--- src/logic/dopc_defs.vh ---
// dopc_defs.vh: offsets, field positions and reset values of the output protection block
// assumes a plain register port with word-wide data and byte-less addressing
`ifndef DOPC_DEFS_VH
`define DOPC_DEFS_VH

// ***************************************************
// register offsets
// ***************************************************
`define DOPC_ADDR_W 4
`define DOPC_OFF_CTRL 4'h0
`define DOPC_OFF_PWR 4'h1
`define DOPC_OFF_IRQ_STAT 4'h2
`define DOPC_OFF_IRQ_MASK 4'h3
`define DOPC_OFF_DATA_A 4'h4
`define DOPC_OFF_DATA_B 4'h5
`define DOPC_OFF_STATE 4'h6

// ***************************************************
// control register fields
// ***************************************************
`define DOPC_CTRL_CLAMP_EN 2
`define DOPC_CTRL_TSD_ARM 3
`define DOPC_CTRL_RST 16'h0004

// ***************************************************
// power control register fields
// ***************************************************
`define DOPC_PWR_PU_A 0
`define DOPC_PWR_PU_B 2
`define DOPC_PWR_TALERT 5
`define DOPC_PWR_OC_A 7
`define DOPC_PWR_OC_B 9
`define DOPC_PWR_RST 16'h0000

// ***************************************************
// interrupt status fields
// ***************************************************
`define DOPC_IRQ_OC_A 0
`define DOPC_IRQ_OC_B 1
`define DOPC_IRQ_THERM 2
`define DOPC_IRQ_W 3
`define DOPC_IRQ_RST 3'h0

// ***************************************************
// timing
// ***************************************************
`define DOPC_SUPPLY_SETTLE_CYC 16

`endif

--- src/logic/dopc_chan.v ---
// dopc_chan.v: one output channel, switch gating and overcurrent handling
// assumes fault inputs are synchronous to the core clock
`timescale 1ns/10ps

module dopc_chan (
    input wire core_clk_i,
    input wire nrst_i,
    input wire en_i,
    input wire supply_ok_i,       // supplies settled
    input wire data_valid_i,      // a valid word reached this channel
    input wire pu_set_i,          // host writes power-up one
    input wire pu_clr_i,          // host writes power-up zero
    input wire clamp_en_i,        // overcurrent response select
    input wire short_i,           // short circuit seen on the pin
    input wire therm_trip_i,      // thermal shutdown forcing
    output reg powerup_q,         // channel_powerup_bit
    output reg oc_q,              // overcurrent_flag
    output reg oc_rise_q,         // one-cycle pulse when flag sets
    output reg amp_isolation_gate_q,   // high: amplifier joined to pin
    output reg output_ground_switch_q, // high: pin clamped to ground
    output reg current_limit_q    // high: 20 mA clamp active
);

    // ***************************************************
    // combinational next values
    // ***************************************************
    reg pu_d;
    reg oc_d;
    reg live_d;

    // power-up bit and fault flag decisions
    always @* begin
        pu_d = powerup_q;
        oc_d = oc_q;
        if (pu_set_i) begin
            pu_d = 1'b1;
        end else if (pu_clr_i) begin
            pu_d = 1'b0;
        end
        if (clamp_en_i) begin
            oc_d = short_i;
        end else if (short_i && powerup_q) begin
            oc_d = 1'b1;
            pu_d = 1'b0;
        end else if (short_i) begin
            oc_d = 1'b1; // sticky in power-down mode until a power-up write after the short goes
        end else if (pu_set_i) begin
            oc_d = 1'b0; // host restart clears the old fault
        end
        if (therm_trip_i) begin
            pu_d = 1'b0;
        end
        // amplifier joins pin only when powered, supplies good and data valid
        live_d = pu_d && supply_ok_i && data_valid_i;
    end

    // ***************************************************
    // state registers
    // ***************************************************
    // all outputs held safe at reset: clamped and isolated
    always @(posedge core_clk_i or negedge nrst_i) begin
        if (!nrst_i) begin
            powerup_q <= 1'b0;
            oc_q <= 1'b0;
            oc_rise_q <= 1'b0;
            amp_isolation_gate_q <= 1'b0;
            output_ground_switch_q <= 1'b1;
            current_limit_q <= 1'b0;
        end else if (en_i) begin
            powerup_q <= pu_d;
            oc_q <= oc_d;
            oc_rise_q <= oc_d && !oc_q;
            amp_isolation_gate_q <= live_d;
            output_ground_switch_q <= !live_d;
            current_limit_q <= clamp_en_i && short_i && live_d;
        end
    end

endmodule // dopc_chan

--- src/logic/dopc_top.v ---
// dopc_top.v: dual channel output protection and power control
// assumes a synchronous register port, read data valid the cycle after a read strobe
//
// Summary of operation
// - outputs clamped and isolated during supply ramp
// - release only after stable supplies and data
// - each channel powers up or down alone
// - both channels start in power-down
// - powered-down channel grounded, amplifier disconnected
// - clamp enable selects overcurrent response
// - clamp mode limits current, sets flag
// - clamp mode flag clears when short ends
// - auto mode: power down shorted channel only
// - thermal shutdown disarmed until host arms
// - armed over-temperature powers down both channels
// - thermal event sets readable alert flag
// - alert and overcurrent flags read-only
//
// Chosen here: strobed register access and the placing of the registers.
`timescale 1ns/10ps
`include "dopc_defs.vh"

module dopc_top #(
    parameter DATA_W = 16,
    parameter SETTLE_CYC = `DOPC_SUPPLY_SETTLE_CYC
) (
    input wire core_clk_i,
    input wire nrst_i,
    input wire clk_en_i,
    input wire [`DOPC_ADDR_W-1:0] reg_addr_i,
    input wire [DATA_W-1:0] reg_wdata_i,
    input wire reg_wr_i,
    input wire reg_rd_i,
    input wire supply_ok_i,
    input wire short_a_i,
    input wire short_b_i,
    input wire over_temp_i,
    output reg [DATA_W-1:0] reg_rdata_o,
    output reg irq_o,
    output reg amp_isolation_gate_a_o,
    output reg amp_isolation_gate_b_o,
    output reg output_ground_switch_a_o,
    output reg output_ground_switch_b_o,
    output reg current_limit_a_o,
    output reg current_limit_b_o
);

    // ***************************************************
    // address decode helper
    // ***************************************************
    function hit;
        input [`DOPC_ADDR_W-1:0] addr;
        input [`DOPC_ADDR_W-1:0] off;
        begin
            hit = (addr == off);
        end
    endfunction

    // ***************************************************
    // declarations
    // ***************************************************
    reg [DATA_W-1:0] ctrl_q;           // control register
    reg [DATA_W-1:0] data_a_q;         // channel a data word
    reg [DATA_W-1:0] data_b_q;         // channel b data word
    reg valid_a_q;                     // a valid word written to a
    reg valid_b_q;                     // a valid word written to b
    reg talert_q;                      // thermal_alert_flag
    reg [`DOPC_IRQ_W-1:0] irq_stat_q;  // sticky events
    reg [`DOPC_IRQ_W-1:0] irq_mask_q;  // event enables
    reg [7:0] settle_q;                // supply settle counter
    reg supply_stable_q;               // supplies held good long enough
    reg [DATA_W-1:0] rdata_d;
    reg [`DOPC_IRQ_W-1:0] irq_stat_d;
    wire [1:0] pu_w;
    wire [1:0] oc_w;
    wire [1:0] oc_rise_w;
    wire [1:0] gate_w;
    wire [1:0] gnd_w;
    wire [1:0] lim_w;
    wire [1:0] short_w;
    wire [1:0] valid_w;
    wire wr_ctrl;
    wire wr_pwr;
    wire therm_trip;
    wire therm_event;
    wire [DATA_W-1:0] pwr_view;

    assign wr_ctrl = reg_wr_i && hit(reg_addr_i, `DOPC_OFF_CTRL);
    assign wr_pwr = reg_wr_i && hit(reg_addr_i, `DOPC_OFF_PWR);
    assign short_w = {short_b_i, short_a_i};
    assign valid_w = {valid_b_q, valid_a_q};
    // trip only while armed by the host
    assign therm_trip = over_temp_i && ctrl_q[`DOPC_CTRL_TSD_ARM];
    assign therm_event = therm_trip && !talert_q;

    // ***************************************************
    // supply settle tracking
    // ***************************************************
    // supplies count as stable after a run of good samples
    always @(posedge core_clk_i or negedge nrst_i) begin
        if (!nrst_i) begin
            settle_q <= 8'h00;
            supply_stable_q <= 1'b0;
        end else if (clk_en_i) begin
            if (!supply_ok_i) begin
                settle_q <= 8'h00; // brownout restarts the wait
                supply_stable_q <= 1'b0;
            end else if (settle_q == SETTLE_CYC[7:0]) begin
                supply_stable_q <= 1'b1;
            end else begin
                settle_q <= settle_q + 8'h01;
            end
        end
    end

    // ***************************************************
    // control, data and alert registers
    // ***************************************************
    // host writes; flags are not writable
    always @(posedge core_clk_i or negedge nrst_i) begin
        if (!nrst_i) begin
            ctrl_q <= `DOPC_CTRL_RST;
            data_a_q <= {DATA_W{1'b0}};
            data_b_q <= {DATA_W{1'b0}};
            valid_a_q <= 1'b0;
            valid_b_q <= 1'b0;
            talert_q <= 1'b0;
            irq_mask_q <= `DOPC_IRQ_RST;
        end else if (clk_en_i) begin
            if (wr_ctrl) begin
                ctrl_q <= reg_wdata_i;
            end
            if (reg_wr_i && hit(reg_addr_i, `DOPC_OFF_DATA_A)) begin
                data_a_q <= reg_wdata_i;
                valid_a_q <= 1'b1;
            end
            if (reg_wr_i && hit(reg_addr_i, `DOPC_OFF_DATA_B)) begin
                data_b_q <= reg_wdata_i;
                valid_b_q <= 1'b1;
            end
            if (reg_wr_i && hit(reg_addr_i, `DOPC_OFF_IRQ_MASK)) begin
                irq_mask_q <= reg_wdata_i[`DOPC_IRQ_W-1:0];
            end
            // alert stays until the condition leaves
            talert_q <= therm_trip;
            if (!supply_ok_i) begin
                valid_a_q <= 1'b0;
                valid_b_q <= 1'b0;
            end
        end
    end

    // ***************************************************
    // channels
    // ***************************************************
    genvar gi;
    generate
        for (gi = 0; gi < 2; gi = gi + 1) begin : g_chan
            // each channel has its own power-up bit position
            localparam integer PU_BIT = (gi == 0) ? `DOPC_PWR_PU_A : `DOPC_PWR_PU_B;
            dopc_chan u_chan (
                .core_clk_i(core_clk_i),
                .nrst_i(nrst_i),
                .en_i(clk_en_i),
                .supply_ok_i(supply_stable_q),
                .data_valid_i(valid_w[gi]),
                .pu_set_i(wr_pwr && reg_wdata_i[PU_BIT]),
                .pu_clr_i(wr_pwr && !reg_wdata_i[PU_BIT]),
                .clamp_en_i(ctrl_q[`DOPC_CTRL_CLAMP_EN]),
                .short_i(short_w[gi]),
                .therm_trip_i(therm_trip),
                .powerup_q(pu_w[gi]),
                .oc_q(oc_w[gi]),
                .oc_rise_q(oc_rise_w[gi]),
                .amp_isolation_gate_q(gate_w[gi]),
                .output_ground_switch_q(gnd_w[gi]),
                .current_limit_q(lim_w[gi])
            );
        end
    endgenerate

    // power control readback view
    assign pwr_view = ({{(DATA_W-1){1'b0}}, pu_w[0]} << `DOPC_PWR_PU_A)
                    | ({{(DATA_W-1){1'b0}}, pu_w[1]} << `DOPC_PWR_PU_B)
                    | ({{(DATA_W-1){1'b0}}, talert_q} << `DOPC_PWR_TALERT)
                    | ({{(DATA_W-1){1'b0}}, oc_w[0]} << `DOPC_PWR_OC_A)
                    | ({{(DATA_W-1){1'b0}}, oc_w[1]} << `DOPC_PWR_OC_B);

    // ***************************************************
    // interrupt status
    // ***************************************************
    // set wins over the read clear
    always @* begin
        irq_stat_d = irq_stat_q;
        if (reg_rd_i && hit(reg_addr_i, `DOPC_OFF_IRQ_STAT)) begin
            irq_stat_d = `DOPC_IRQ_RST;
        end
        if (oc_rise_w[0]) begin
            irq_stat_d[`DOPC_IRQ_OC_A] = 1'b1;
        end
        if (oc_rise_w[1]) begin
            irq_stat_d[`DOPC_IRQ_OC_B] = 1'b1;
        end
        if (therm_event) begin
            irq_stat_d[`DOPC_IRQ_THERM] = 1'b1;
        end
    end

    // status register and interrupt line
    always @(posedge core_clk_i or negedge nrst_i) begin
        if (!nrst_i) begin
            irq_stat_q <= `DOPC_IRQ_RST;
            irq_o <= 1'b0;
        end else if (clk_en_i) begin
            irq_stat_q <= irq_stat_d;
            irq_o <= |(irq_stat_d & irq_mask_q);
        end
    end

    // ***************************************************
    // read port
    // ***************************************************
    // read mux, unmapped addresses return zero
    always @* begin
        rdata_d = {DATA_W{1'b0}};
        case (reg_addr_i)
            `DOPC_OFF_CTRL: rdata_d = ctrl_q;
            `DOPC_OFF_PWR: rdata_d = pwr_view;
            `DOPC_OFF_IRQ_STAT: rdata_d[`DOPC_IRQ_W-1:0] = irq_stat_q;
            `DOPC_OFF_IRQ_MASK: rdata_d[`DOPC_IRQ_W-1:0] = irq_mask_q;
            `DOPC_OFF_DATA_A: rdata_d = data_a_q;
            `DOPC_OFF_DATA_B: rdata_d = data_b_q;
            `DOPC_OFF_STATE: rdata_d[5:0] = {lim_w, gnd_w, gate_w};
            default: rdata_d = {DATA_W{1'b0}};
        endcase
    end

    // read data for exactly one cycle after the strobe
    always @(posedge core_clk_i or negedge nrst_i) begin
        if (!nrst_i) begin
            reg_rdata_o <= {DATA_W{1'b0}};
        end else if (clk_en_i) begin
            if (reg_rd_i) begin
                reg_rdata_o <= rdata_d;
            end else begin
                reg_rdata_o <= {DATA_W{1'b0}};
            end
        end
    end

    // ***************************************************
    // pin drive registers
    // ***************************************************
    // copies of channel switch state onto top outputs
    always @(posedge core_clk_i or negedge nrst_i) begin
        if (!nrst_i) begin
            amp_isolation_gate_a_o <= 1'b0;
            amp_isolation_gate_b_o <= 1'b0;
            output_ground_switch_a_o <= 1'b1;
            output_ground_switch_b_o <= 1'b1;
            current_limit_a_o <= 1'b0;
            current_limit_b_o <= 1'b0;
        end else if (clk_en_i) begin
            amp_isolation_gate_a_o <= gate_w[0];
            amp_isolation_gate_b_o <= gate_w[1];
            output_ground_switch_a_o <= gnd_w[0];
            output_ground_switch_b_o <= gnd_w[1];
            current_limit_a_o <= lim_w[0];
            current_limit_b_o <= lim_w[1];
        end
    end

endmodule // dopc_top

--- config.mk ---
export PLATFORM = sky130hd
export DESIGN_NAME = dopc_top
export DESIGN_NICKNAME = d
export VERILOG_FILES = /design/src/logic/dopc_chan.v /design/src/logic/dopc_top.v
export VERILOG_INCLUDE_DIRS = /design/src /design/src/logic
export SDC_FILE = /design/constraint.sdc
export NUM_CORES = 1
export LEC_CHECK = 0
export ABC_AREA = 1
export CORE_MARGIN = 2
export CORE_UTILIZATION = 37
export CTS_BUF_LIST = sky130_fd_sc_hd__clkbuf_4 sky130_fd_sc_hd__clkbuf_8
export DETAILED_ROUTE_END_ITERATION = 10
export DONT_BUFFER_PORTS = 1
export HOLD_SLACK_MARGIN = 0.02
export PLACE_DENSITY_LB_ADDON = 0.1
export SLEW_MARGIN = 10
export SYNTH_ARGS = -nofsm -noshare
export SYNTH_HDL_FRONTEND = slang
export SYNTH_HIERARCHICAL = 1
export SYNTH_SLANG_ARGS = --single-unit
--- constraint.sdc ---
create_clock -name core_clk_i -period 1.65 [get_ports core_clk_i]
set_clock_uncertainty 0.1 [all_clocks]
set_input_delay 0.2475 -clock core_clk_i [delete_from_list [all_inputs] [get_ports core_clk_i]]
set_output_delay 0.2475 -clock core_clk_i [all_outputs]
set_load 0.01 [all_outputs]
# Word level (Yosys, flattened, before mapping)

Index checks and enable logic that the tools add are counted.

Multiply operators: 0
$lt $le $gt $ge: 0
Divide/modulo/power cells: 0
Add/subtract/negate cells: 1
Bitwise operators: 5
Multiplexer cells: 34
Equal/unequal tests: 11
Shifts and indexed selects: 0
Reduce and logical (&&, ||, !) cells: 41

Operators by type and width:

| kind                                                  | count |
|---|---|
| case mux 10 bit (4 select lines)                      | 1 |
| two-way mux 1 bit                                     | 27 |
| logical AND 1 bit                                     | 24 |
| case mux 3 bit (7 select lines)                       | 1 |
| two-way mux 16 bit                                    | 1 |
| two-way mux 8 bit                                     | 2 |
| AND reduction 2 bit                                   | 8 |
| case mux 3 bit (5 select lines)                       | 1 |
| == test 4 x 3 -> 1 bit, second input constant         | 3 |
| bitwise OR 8 x 10 -> 10 bit                           | 1 |
| adder 8 x 1 -> 8 bit, second input constant           | 1 |
| == test 4 x 2 -> 1 bit, second input constant         | 2 |
| == test 8 x 5 -> 1 bit, second input constant         | 1 |
| bitwise OR 6 x 8 -> 8 bit                             | 1 |
| logical NOT 1 bit                                     | 7 |
| inequality test 2 x 1 -> 1 bit, second input constant | 3 |
| bitwise OR 3 x 6 -> 6 bit                             | 1 |
| == test 4 x 1 -> 1 bit, second input constant         | 1 |
| logical NOT 4 bit                                     | 1 |
| bitwise AND 3 bit                                     | 1 |
| two-way mux 3 bit                                     | 1 |
| bitwise OR 1 x 3 -> 3 bit                             | 1 |
| OR reduction 3 bit                                    | 1 |
| inequality test 2 bit, second input constant          | 1 |

Memory bits (read-only): 0
Memories: 0
Bits of input ports: 29
Output and inout port bits: 23
Bits in latches: 0
Bits in registers: 101
Word-level logic and storage cells: 122
Memory bits (writable): 0

# Depth between registers and ports, before layout

Gate-level depths: netlist of run 1.

Depth after elaboration: 11
Gate-level depth with buffers: 10

# Modules after synthesis

Netlist of run 1, hierarchy kept.

By module, submodules not included:

| module    | area each (um^2) | instances | cells an instance |
|---|---|---|---|
| dopc_top  | 4,281.6          | 1         | 517 |
| dopc_chan | 304.0            | 2         | 42 |

# Worst setup path before layout of run 1

No wires, ideal clock.

Kind: in2reg
From: in reg_addr_i[3]
To: reg g_chan[0].u_chan.amp_isolation_gate_q
Setup time: 0.118 ns
Path buffers: 1
Cell stages on the path: 9
Arrival time: 1.091 ns
Path slack: 0.341 ns
Cell sequence: nor2_4 -> buf_4 -> nand4_1 -> nor2_1 -> inv_1 -> nand2_1 -> nand2_1 -> nand4_1 -> nand2_1

Longest elaborated chain between the ends: 10
Elaborated cells between the ends (all ways): 11

Ends and longest elaborated chain:

| element                             | line           | RTL |
|---|---|---|
| start, declared                     | dopc_top.v:30  | `` input wire [`DOPC_ADDR_W-1:0] reg_addr_i, `` |
| == test 4 x 1 -> 1 bit (*)          | dopc_top.v:55  | `hit = (addr == off);` |
| logical AND 1 bit (*)               | dopc_top.v:89  | `` assign wr_pwr = reg_wr_i && hit(reg_addr_i, `DOPC_OFF_PWR); `` |
| logical AND 1 bit                   | dopc_top.v:168 | `.pu_clr_i(wr_pwr && !reg_wdata_i[PU_BIT]),` |
| two-way mux 1 bit                   | dopc_chan.v:37 | `end else if (pu_clr_i) begin` |
| two-way mux 1 bit (*)               | dopc_chan.v:35 | `if (pu_set_i) begin` |
| two-way mux 1 bit                   | dopc_chan.v:42 | `end else if (short_i && powerup_q) begin` |
| two-way mux 1 bit (*)               | dopc_chan.v:40 | `if (clamp_en_i) begin` |
| two-way mux 1 bit (*)               | dopc_chan.v:50 | `if (therm_trip_i) begin` |
| logical AND 1 bit (*) (2 in series) | dopc_chan.v:54 | `live_d = pu_d && supply_ok_i && data_valid_i;` |
| end signal, assigned                | dopc_chan.v:73 | `amp_isolation_gate_q <= live_d;` |
| end, declared                       | dopc_chan.v:19 | `output reg amp_isolation_gate_q,` |

Every way passes the cells marked *; elsewhere a longest branch is shown, timed or not.
A chain may end at the register's enable or synchronous reset.

# Worst setup path after layout of run 1

From: in supply_ok_i
To: reg settle_q[6]

Longest elaborated chain between the ends: 2
Elaborated cells between the ends (all ways): 3

Ends and longest elaborated chain:

| element                         | line           | RTL |
|---|---|---|
| start, declared                 | dopc_top.v:34  | `input wire supply_ok_i,` |
| inequality test 2 bit (no line) | n/a            |  |
| AND reduction 2 bit (no line)   | n/a            |  |
| end signal, assigned            | dopc_top.v:111 | `settle_q <= settle_q + 8'h01;` |
| end, declared                   | dopc_top.v:70  | `reg [7:0] settle_q;` |

Parallel ways exist; a longest one is shown, timed or not.

==> results.md, run 1 <==
- In this run, post-CTS repair resized a total of 0 instances.
- The number of clock sinks is 101.
- Of the post-synthesis cell area, the part taken by muxes is 0.
- The number of antenna cells inserted is 0.
- The routed wire length is 11980 um.
- The top fanout value on the critical path is 10.
- Clock tree synthesis selected as its root buffer the cell sky130_fd_sc_hd__clkbuf_8.
- The average wire per standard cell is 14.68 um.
- In the finished design, the share of the clock period the worst path needs comes to 0.8866.
- The total via count after detailed routing is 3872.
- The worst slack on hold paths is -0.5457 ns.
- For the pin with the worst max-slew slack, the measured transition is 0.5601 ns.
- The via count of the first global-routing pass came to 3889.
- The CTS tree is done.
- The cts-stage hold buffer count is 32.
- 52 I/O pins were placed.
- The clock reaches the later pin of the worst-skew pair after 0.38 ns.
- The main combinational cell family by area after synthesis is simple AND/OR/NAND/NOR gates.
- The post-detailed-route count of antenna-violating nets is 0.
- Port buffering added 0 buffers.
- After the last flow step, the layout net total stands at 666.
- The post-synthesis net count is 632.
- In this run, distinct cell masters in the synthesized netlist total 37.
- The floorplan core area is 13090 sq um.
- In this run the tightest slew margin relative to its limit is 0.6254.
- The worst setup path is launched from an input pin.
- The final reports fail on negative hold slack.
- The combined area of the multi-input logic cells is 1967 sq um.
- In the routed design, unresolved DRC markers number 0.
- The global-route wire length before repair is 20570 um.
- The final number of hold-violating endpoints is 101.
- The count of yosys warnings during synthesis is 6.
- Setup violations remaining at the end of the flow were counted as 0.
- The post-synthesis share of cell area spent on full adders, half adders and majority gates is 0.005118.
- The number of antenna violations at the first check in global routing is 0.
- The count of max-cap constraint violations is 0.
- Synthesis produced a netlist whose cell count is 601.
- The worst setup path is captured at a register.
- Data on the critical path is required at its endpoint by 1.80 ns.
- The number of pins with negative max-slew slack in the final report came to 0.
- The share of the Yosys chip area taken by registers is 0.5182.
- The maximum level of the CTS H-tree is 3.
- Summed over all cells, the static leakage comes to 2.767 nW.
- The post-route setup TNS is 0 ns.
- The starting utilization of the core area is 0.3737.
- The weighted congestion reported at the end of routability-driven placement is 0.8133.
- The final critical-path required period is 1.463 ns.
- The simple-gate area share of the yosys netlist is 0.2953.
- Buffers inserted during clock tree synthesis total 9.
- The area taken by flip-flops and latches is 2534 sq um.
- The area of the die is 14150 sq um.
- The area of the mapped netlist is 4890 sq um.
- After the first detailed-routing iteration, the DRC count stood at 243.
- In this run the power density over the cells is 923.7 nW/um^2.
- Setup repair after global routing left no endpoint under its margin.
- The largest net degree at the start of global routing is 102.
- Counting flops and latches in the post-synthesis netlist gives 101.
- Of the total synthesized cell area, the portion taken by XOR and XNOR cells is 0.003582.
- The total routing usage reported by global routing is 0.1846.
- The die is 119.0 um tall.
- The compound-cell area share of the yosys netlist came to 0.09826.
- In the final layout, the share of cells above drive strength 1 is 0.1234.
- The top achievable clock speed is 683.6 MHz.
- The run finished, with violations left.
- The placed wire-length estimate after detailed placement is 8092 um.
- For this run the aggregate overflow at the end of global routing stands at 0.
- Row generation in the floorplan step produced 42 rows.
- The buffer count from post-CTS setup fixing is 0.
- The number of fill cells in the layout is 1355.
- For this run, the detailed router's first-pass iteration total came to 5.
- The critical path is of the in2reg type.
- The average size of a mapped cell is 8.136 sq um.
- IR analysis of the VDD net gives a maximum drop of 0.0003284 V.
- The kind of path behind the tightest hold check is in2async.
- In this run the horizontal extent of the chip is 119.0 um.
- The worst-case clock buffer depth is 2.
- Data on the critical path arrives at its endpoint at 1.62 ns.
- The clock-pin slew on the worst setup and hold paths is 0.09 ns.
- The area growth from synthesis to layout is 13.38%.
- After detailed routing, the number of vias per cell comes to 4.745.
report_power, final:
part           internal, W  total, W  switching (W)
Clock             0.000635   0.00148       0.000841
Sequential         0.00278   0.00298       0.000204
Combinational     0.000290  0.000661       0.000371
registers in the layout, summed over array words and instances (netlist names), 3 cells and up:
register,flops
ctrl_q,16
data_a_q,16
data_b_q,16
reg_rdata_o,16
settle_q,8
irq_mask_q,3
irq_stat_q,3
worst paths after layout:
path,start,end,slack [ns],cells past startpoint
max,supply_ok_i,settle_q[6],0.19,7
min,nrst_i,reg_rdata_o[4],-0.55,0
max reg2reg,settle_q[0],settle_q[6],0.20,8
min reg2reg,data_a_q[2],data_a_q[2],0.39,2
max in group asynchronous,nrst_i,output_ground_switch_a_o,1.77,0
min in group core_clk_i,reg_rd_i,irq_stat_q[2],0.05,3
per-layer routing:
layer  global-route usage  part of all wire
met1               0.2645              0.49
met2               0.2816              0.45
met3              0.02969             0.035
met4              0.06920             0.018
met5                    0                 0
critical path, cell delays in order:
cell and delay [ns]:
sky130_fd_sc_hd__dlygate4sd3_1 0.68, sky130_fd_sc_hd__nor2_4 0.21, sky130_fd_sc_hd__inv_1 0.08, sky130_fd_sc_hd__nand2_2 0.17, sky130_fd_sc_hd__inv_2 0.10, sky130_fd_sc_hd__nand2_1 0.06
sky130_fd_sc_hd__o21ai_0 0.07
stage by stage:
stage          setup slack [ns]    util  instances  cell area [sq um]  total power (W)
2_1_floorplan            0.3413       -        601               4890         0.003481
3_3_place_gp             0.2174  0.3858        768               5049         0.003611
3_5_place_dp             0.2031  0.3858        768               5049         0.003625
4_1_cts                  0.1883  0.4237        816               5544         0.005206
5_1_grt                 0.06283  0.4237        816               5544         0.005427
6_report                 0.1871  0.4237        816               5544         0.005121
cell families after synthesis:
logic type,count (synthesis)
simple gates,333
flops,101
buf+inv,84
compound gates,79
xor+xnor,2
fa+ha+maj,2
synthesized netlist by cell type, drive strengths merged:
cell | count | area (sq um)
o21ai | 70 | 410.4
dfrtp | 96 | 2402
a31oi | 3 | 18.77
o21a | 1 | 7.510
ha | 2 | 25.02
and3 | 1 | 6.260
xor2 | 2 | 17.52
a21oi | 4 | 35.04
nand4 | 20 | 131.4
nand3 | 36 | 185.2
nor3 | 3 | 15.01
a311oi | 1 | 8.760
nand2 | 239 | 924.6
nor2 | 32 | 167.6
or2 | 1 | 6.260
inv | 62 | 237.7
clkinv | 2 | 7.510
clkbuf | 3 | 11.26
nor3b | 1 | 7.510
dfstp | 5 | 131.4
buf | 17 | 132.6
cell usage in the layout, fill, tap and decap left out, drive strengths merged, types with 5 or more instances in the layout:
cell,n
nand2,239
dfstp,5
dlygate4sd3,32
nand4,20
clkinv,5
o21ai,70
dfrtp,96
nand3,36
clkbuf,13
inv,62
nor2,32
buf,11
final cells by class:
type	instances	area share
clock buffers	13	0.02889
clock inverters	3	0.002708
inverters	64	0.04423
multi-input cells	416	0.3548
flip-flops and latches	101	0.4570
well taps	176	0.03972
repair buffers	43	0.07267
No activity file was read; power rests on OpenSTA's default activity.
==> run 2, diff against run 1 <==
--- a/config.mk
+++ b/config.mk
@@ -7,11 +7,11 @@
 export NUM_CORES = 1
 export LEC_CHECK = 0
 export ABC_AREA = 1
+export BUFFER_PORTS_ARGS = -buffer_cell sky130_fd_sc_hd__buf_2
 export CORE_MARGIN = 2
 export CORE_UTILIZATION = 37
 export CTS_BUF_LIST = sky130_fd_sc_hd__clkbuf_4 sky130_fd_sc_hd__clkbuf_8
 export DETAILED_ROUTE_END_ITERATION = 10
-export DONT_BUFFER_PORTS = 1
 export HOLD_SLACK_MARGIN = 0.02
 export PLACE_DENSITY_LB_ADDON = 0.1
 export SLEW_MARGIN = 10
==> run 2 against run 1 <==
Net effect:
- the run now ends clean
- design area rose by 1.7%
- clock-buffer cell count fell by 2
- non-clock buffer count rose by 28
==> results.md, run 2 (same netlist as run 1, synthesis figures left out) <==
- The post-route setup TNS is 0 ns (unchanged).
- The CTS tree is done (unchanged).
- The chip height was 119.0 um (unchanged).
- The area of the die is 14150 sq um (unchanged).
- The number of antenna cells inserted was 0 (unchanged).
- The die extent in x is 119.0 um (unchanged).
- Run status: complete, no violations (was finished, violations left).
- Setup repair after global routing missed its margin: no (unchanged).
- The proportion of layout cells with a drive suffix above 1 is 0.2054 (was 0.1234).
- The required time at the worst-slack endpoint was 1.80 ns (about the same).
- The final core area utilization is 0.4310 (was 0.4237).
- The number of primary I/O pins is 52 (unchanged).
- The post-detailed-route count of antenna-violating nets is 0 (unchanged).
- The clock-pin slew on the worst setup and hold paths was 0.09 ns (about the same).
- The slew at the pin closest to its max-slew limit is 0.4402 ns (was 0.5601 ns).
- The number of buffers created by CTS came to 9 (unchanged).
- The floorplan core area is 13090 sq um (unchanged).
- The number of nets in the finished design came to 694 (was 666).
- The clock latency at the later pin of the worst-skew pair is 0.38 ns (about the same).
- The weighted congestion reported at the end of routability-driven placement is 0.8696 (was 0.8133).
- The final critical-path required period is 1.485 ns (was 1.463 ns).
- The remaining routing DRC violations was 0 (unchanged).
- The headroom to the max-slew limit came to 0.7046 (was 0.6254).
- The count of cells along the worst register-to-register path is 8 (unchanged).
- The global-route wire length before repair was 20220 um (was 20570 um).
- The cell chosen for the clock root was sky130_fd_sc_hd__clkbuf_8 (unchanged).
- The number of DRC violations after detailed-routing iteration 0 is 200 (was 243).
- The launch point of the worst reg-to-reg path is settle_q[0] (unchanged).
- The reg-to-reg setup timing slack is 0.17 ns (was 0.20 ns).
- The routed wire length was 11890 um (was 11980 um).
- The buffer count from post-CTS setup fixing is 0 (unchanged).
- The total congestion overflow is 0 (unchanged).
- The worst-case clock buffer depth came to 2 (unchanged).
- The top achievable clock speed is 673.5 MHz (was 683.6 MHz).
- The count of max-cap constraint violations is 0 (unchanged).
- The number of pins with negative max-slew slack in the final report is 0 (unchanged).
- The worst slack at placement came to 0.08546 ns (was 0.2031 ns).
- The power per standard cell area is 967.3 nW/um^2 (was 923.7 nW/um^2).
- The peak supply drop was 0.0004042 V (was 0.0003284 V).
- The placed wire-length estimate after detailed placement is 8670 um (was 8092 um).
- The total via count after detailed routing is 3934 (was 3872).
- The iteration count of the initial detailed-routing pass is 4 (was 5).
- The kind of path behind the tightest hold check is in2reg (was in2async).
- The number of clock sinks was 101 (unchanged).
- The reported leakage power came to 2.957 nW (was 2.767 nW).
- The data arrival time of the critical path was 1.64 ns (was 1.62 ns).
- The final worst-path setup slack came to 0.1652 ns (was 0.1871 ns).
- The number of antenna violations at the first check in global routing came to 0 (unchanged).
- The maximum level of the CTS H-tree is 3 (unchanged).
- The total routing usage reported by global routing is 0.1831 (was 0.1846).
- The type of the worst setup path is reg2reg (was in2reg).
- The area growth from synthesis to layout was 15.33% (was 13.38%).
- The commonest non-fill, non-tap cell in the layout is sky130_fd_sc_hd__nand2_1 (unchanged).
- The reg-to-reg critical path endpoint is settle_q[6] (unchanged).
- The launching element of the worst setup path is settle_q[0] (was supply_ok_i).
- The standard-cell row count is 42 (unchanged).
- The final setup violation count is 0 (unchanged).
- The largest net degree at the start of global routing is 39 (was 102).
- The average wire per standard cell is 14.11 um (was 14.68 um).
- The detailed-route vias per instance is 4.667 (was 4.745).
- The starting utilization of the core area was 0.3737 (unchanged).
- The via count of the first global-routing pass is 3901 (was 3889).
- Most frequent cells in the layout: sky130_fd_sc_hd__nand2_1 (232), sky130_fd_sc_hd__dfrtp_1 (96), sky130_fd_sc_hd__inv_1 (52) (unchanged).
- The number of cells upsized or downsized after cts came to 0 (unchanged).
- The worst setup path endpoint is settle_q[6] (unchanged).
- The final number of hold-violating endpoints is 0 (was 101).
- The critical path endpoint category is a register (unchanged).
- The number of buffer cells added on primary ports is 51 (was 0).
- The share of the clock period used by the worst path after layout is 0.8999 (was 0.8866).
- The top fanout value on the critical path is 10 (unchanged).
- The kind of launch point of the worst setup path is a register (was input pin).
run 2: changes by cell type in the layout (fill, tap and decap cells not counted):
cell,before,now
sky130_fd_sc_hd__buf_12,0,4
sky130_fd_sc_hd__buf_2,0,50
sky130_fd_sc_hd__buf_4,11,16
sky130_fd_sc_hd__bufinv_16,0,2
sky130_fd_sc_hd__clkbuf_4,3,2
sky130_fd_sc_hd__clkbuf_8,10,9
sky130_fd_sc_hd__clkinv_2,3,1
sky130_fd_sc_hd__clkinv_4,0,1
sky130_fd_sc_hd__dlygate4sd3_1,32,1
run 2: timing repair:
item	CTS	global route
hold buffers	1	0
endpoints found under the hold margin	96	0
setup endpoints to repair	0	0
run 2: critical path, cell delays in order (launching register included):
cell and delay [ns]:
sky130_fd_sc_hd__dfrtp_1 0.39, sky130_fd_sc_hd__inv_1 0.08, sky130_fd_sc_hd__ha_1 0.20, sky130_fd_sc_hd__nand4_1 0.12
sky130_fd_sc_hd__nand2_1 0.08, sky130_fd_sc_hd__nand2_2 0.17, sky130_fd_sc_hd__inv_2 0.10, sky130_fd_sc_hd__nand2_1 0.06
sky130_fd_sc_hd__o21ai_0 0.08
run 2: power breakdown:
group	switching (W)	leakage [nW]	internal, W
clock	0.000844	0.110	0.000881
sequential	0.000197	1.32	0.00278
combinational	0.000458	1.53	0.000296
run 2: how the worst min path moves through the flow:
stage,cells past startpoint,startpoint,end,slack (ns)
global placement,1,nrst_i,reg_rdata_o[4],0.005
detailed placement,1,nrst_i,reg_rdata_o[4],0.003
finish,3,reg_wdata_i[15],data_a_q[15],0.06
global route,3,reg_wdata_i[3],data_a_q[3],0.05
floorplan,0,nrst_i,amp_isolation_gate_a_o,-0.15
CTS,3,reg_wdata_i[15],data_a_q[15],0.03
run 2: per-stage QoR:
step | instances | total power (W) | instance area (sq um) | hold slack [ns]
3_3_place_gp | 827 | 0.003769 | 5416 | 0.005059
2_1_floorplan | 601 | 0.003481 | 4890 | -0.1481
4_1_cts | 843 | 0.005547 | 5639 | 0.03481
3_5_place_dp | 827 | 0.003791 | 5416 | 0.002787
6_report | 843 | 0.005455 | 5639 | 0.05756
5_1_grt | 843 | 0.005795 | 5639 | 0.05289
run 2: per-layer routing:
metal,track usage,wire [um],vias to the layer above
met5,0,0,-
met4,0.07143,209,0
met3,0.02538,336,13
met2,0.2892,5400,56
met1,0.2551,5945,1827
li1,-,-,2038
run 2: final cells by class:
class                           instances  area [sq um]
Multi-Input combinational cell        416          1967
Clock buffer                           11         138.9
Clock inverter                          4         73.82
Inverter                               64         245.2
Timing Repair Buffer                   71         460.4
Sequential cell                       101          2534
Fill cell                            1374          7446
Tap cell                              176         220.2
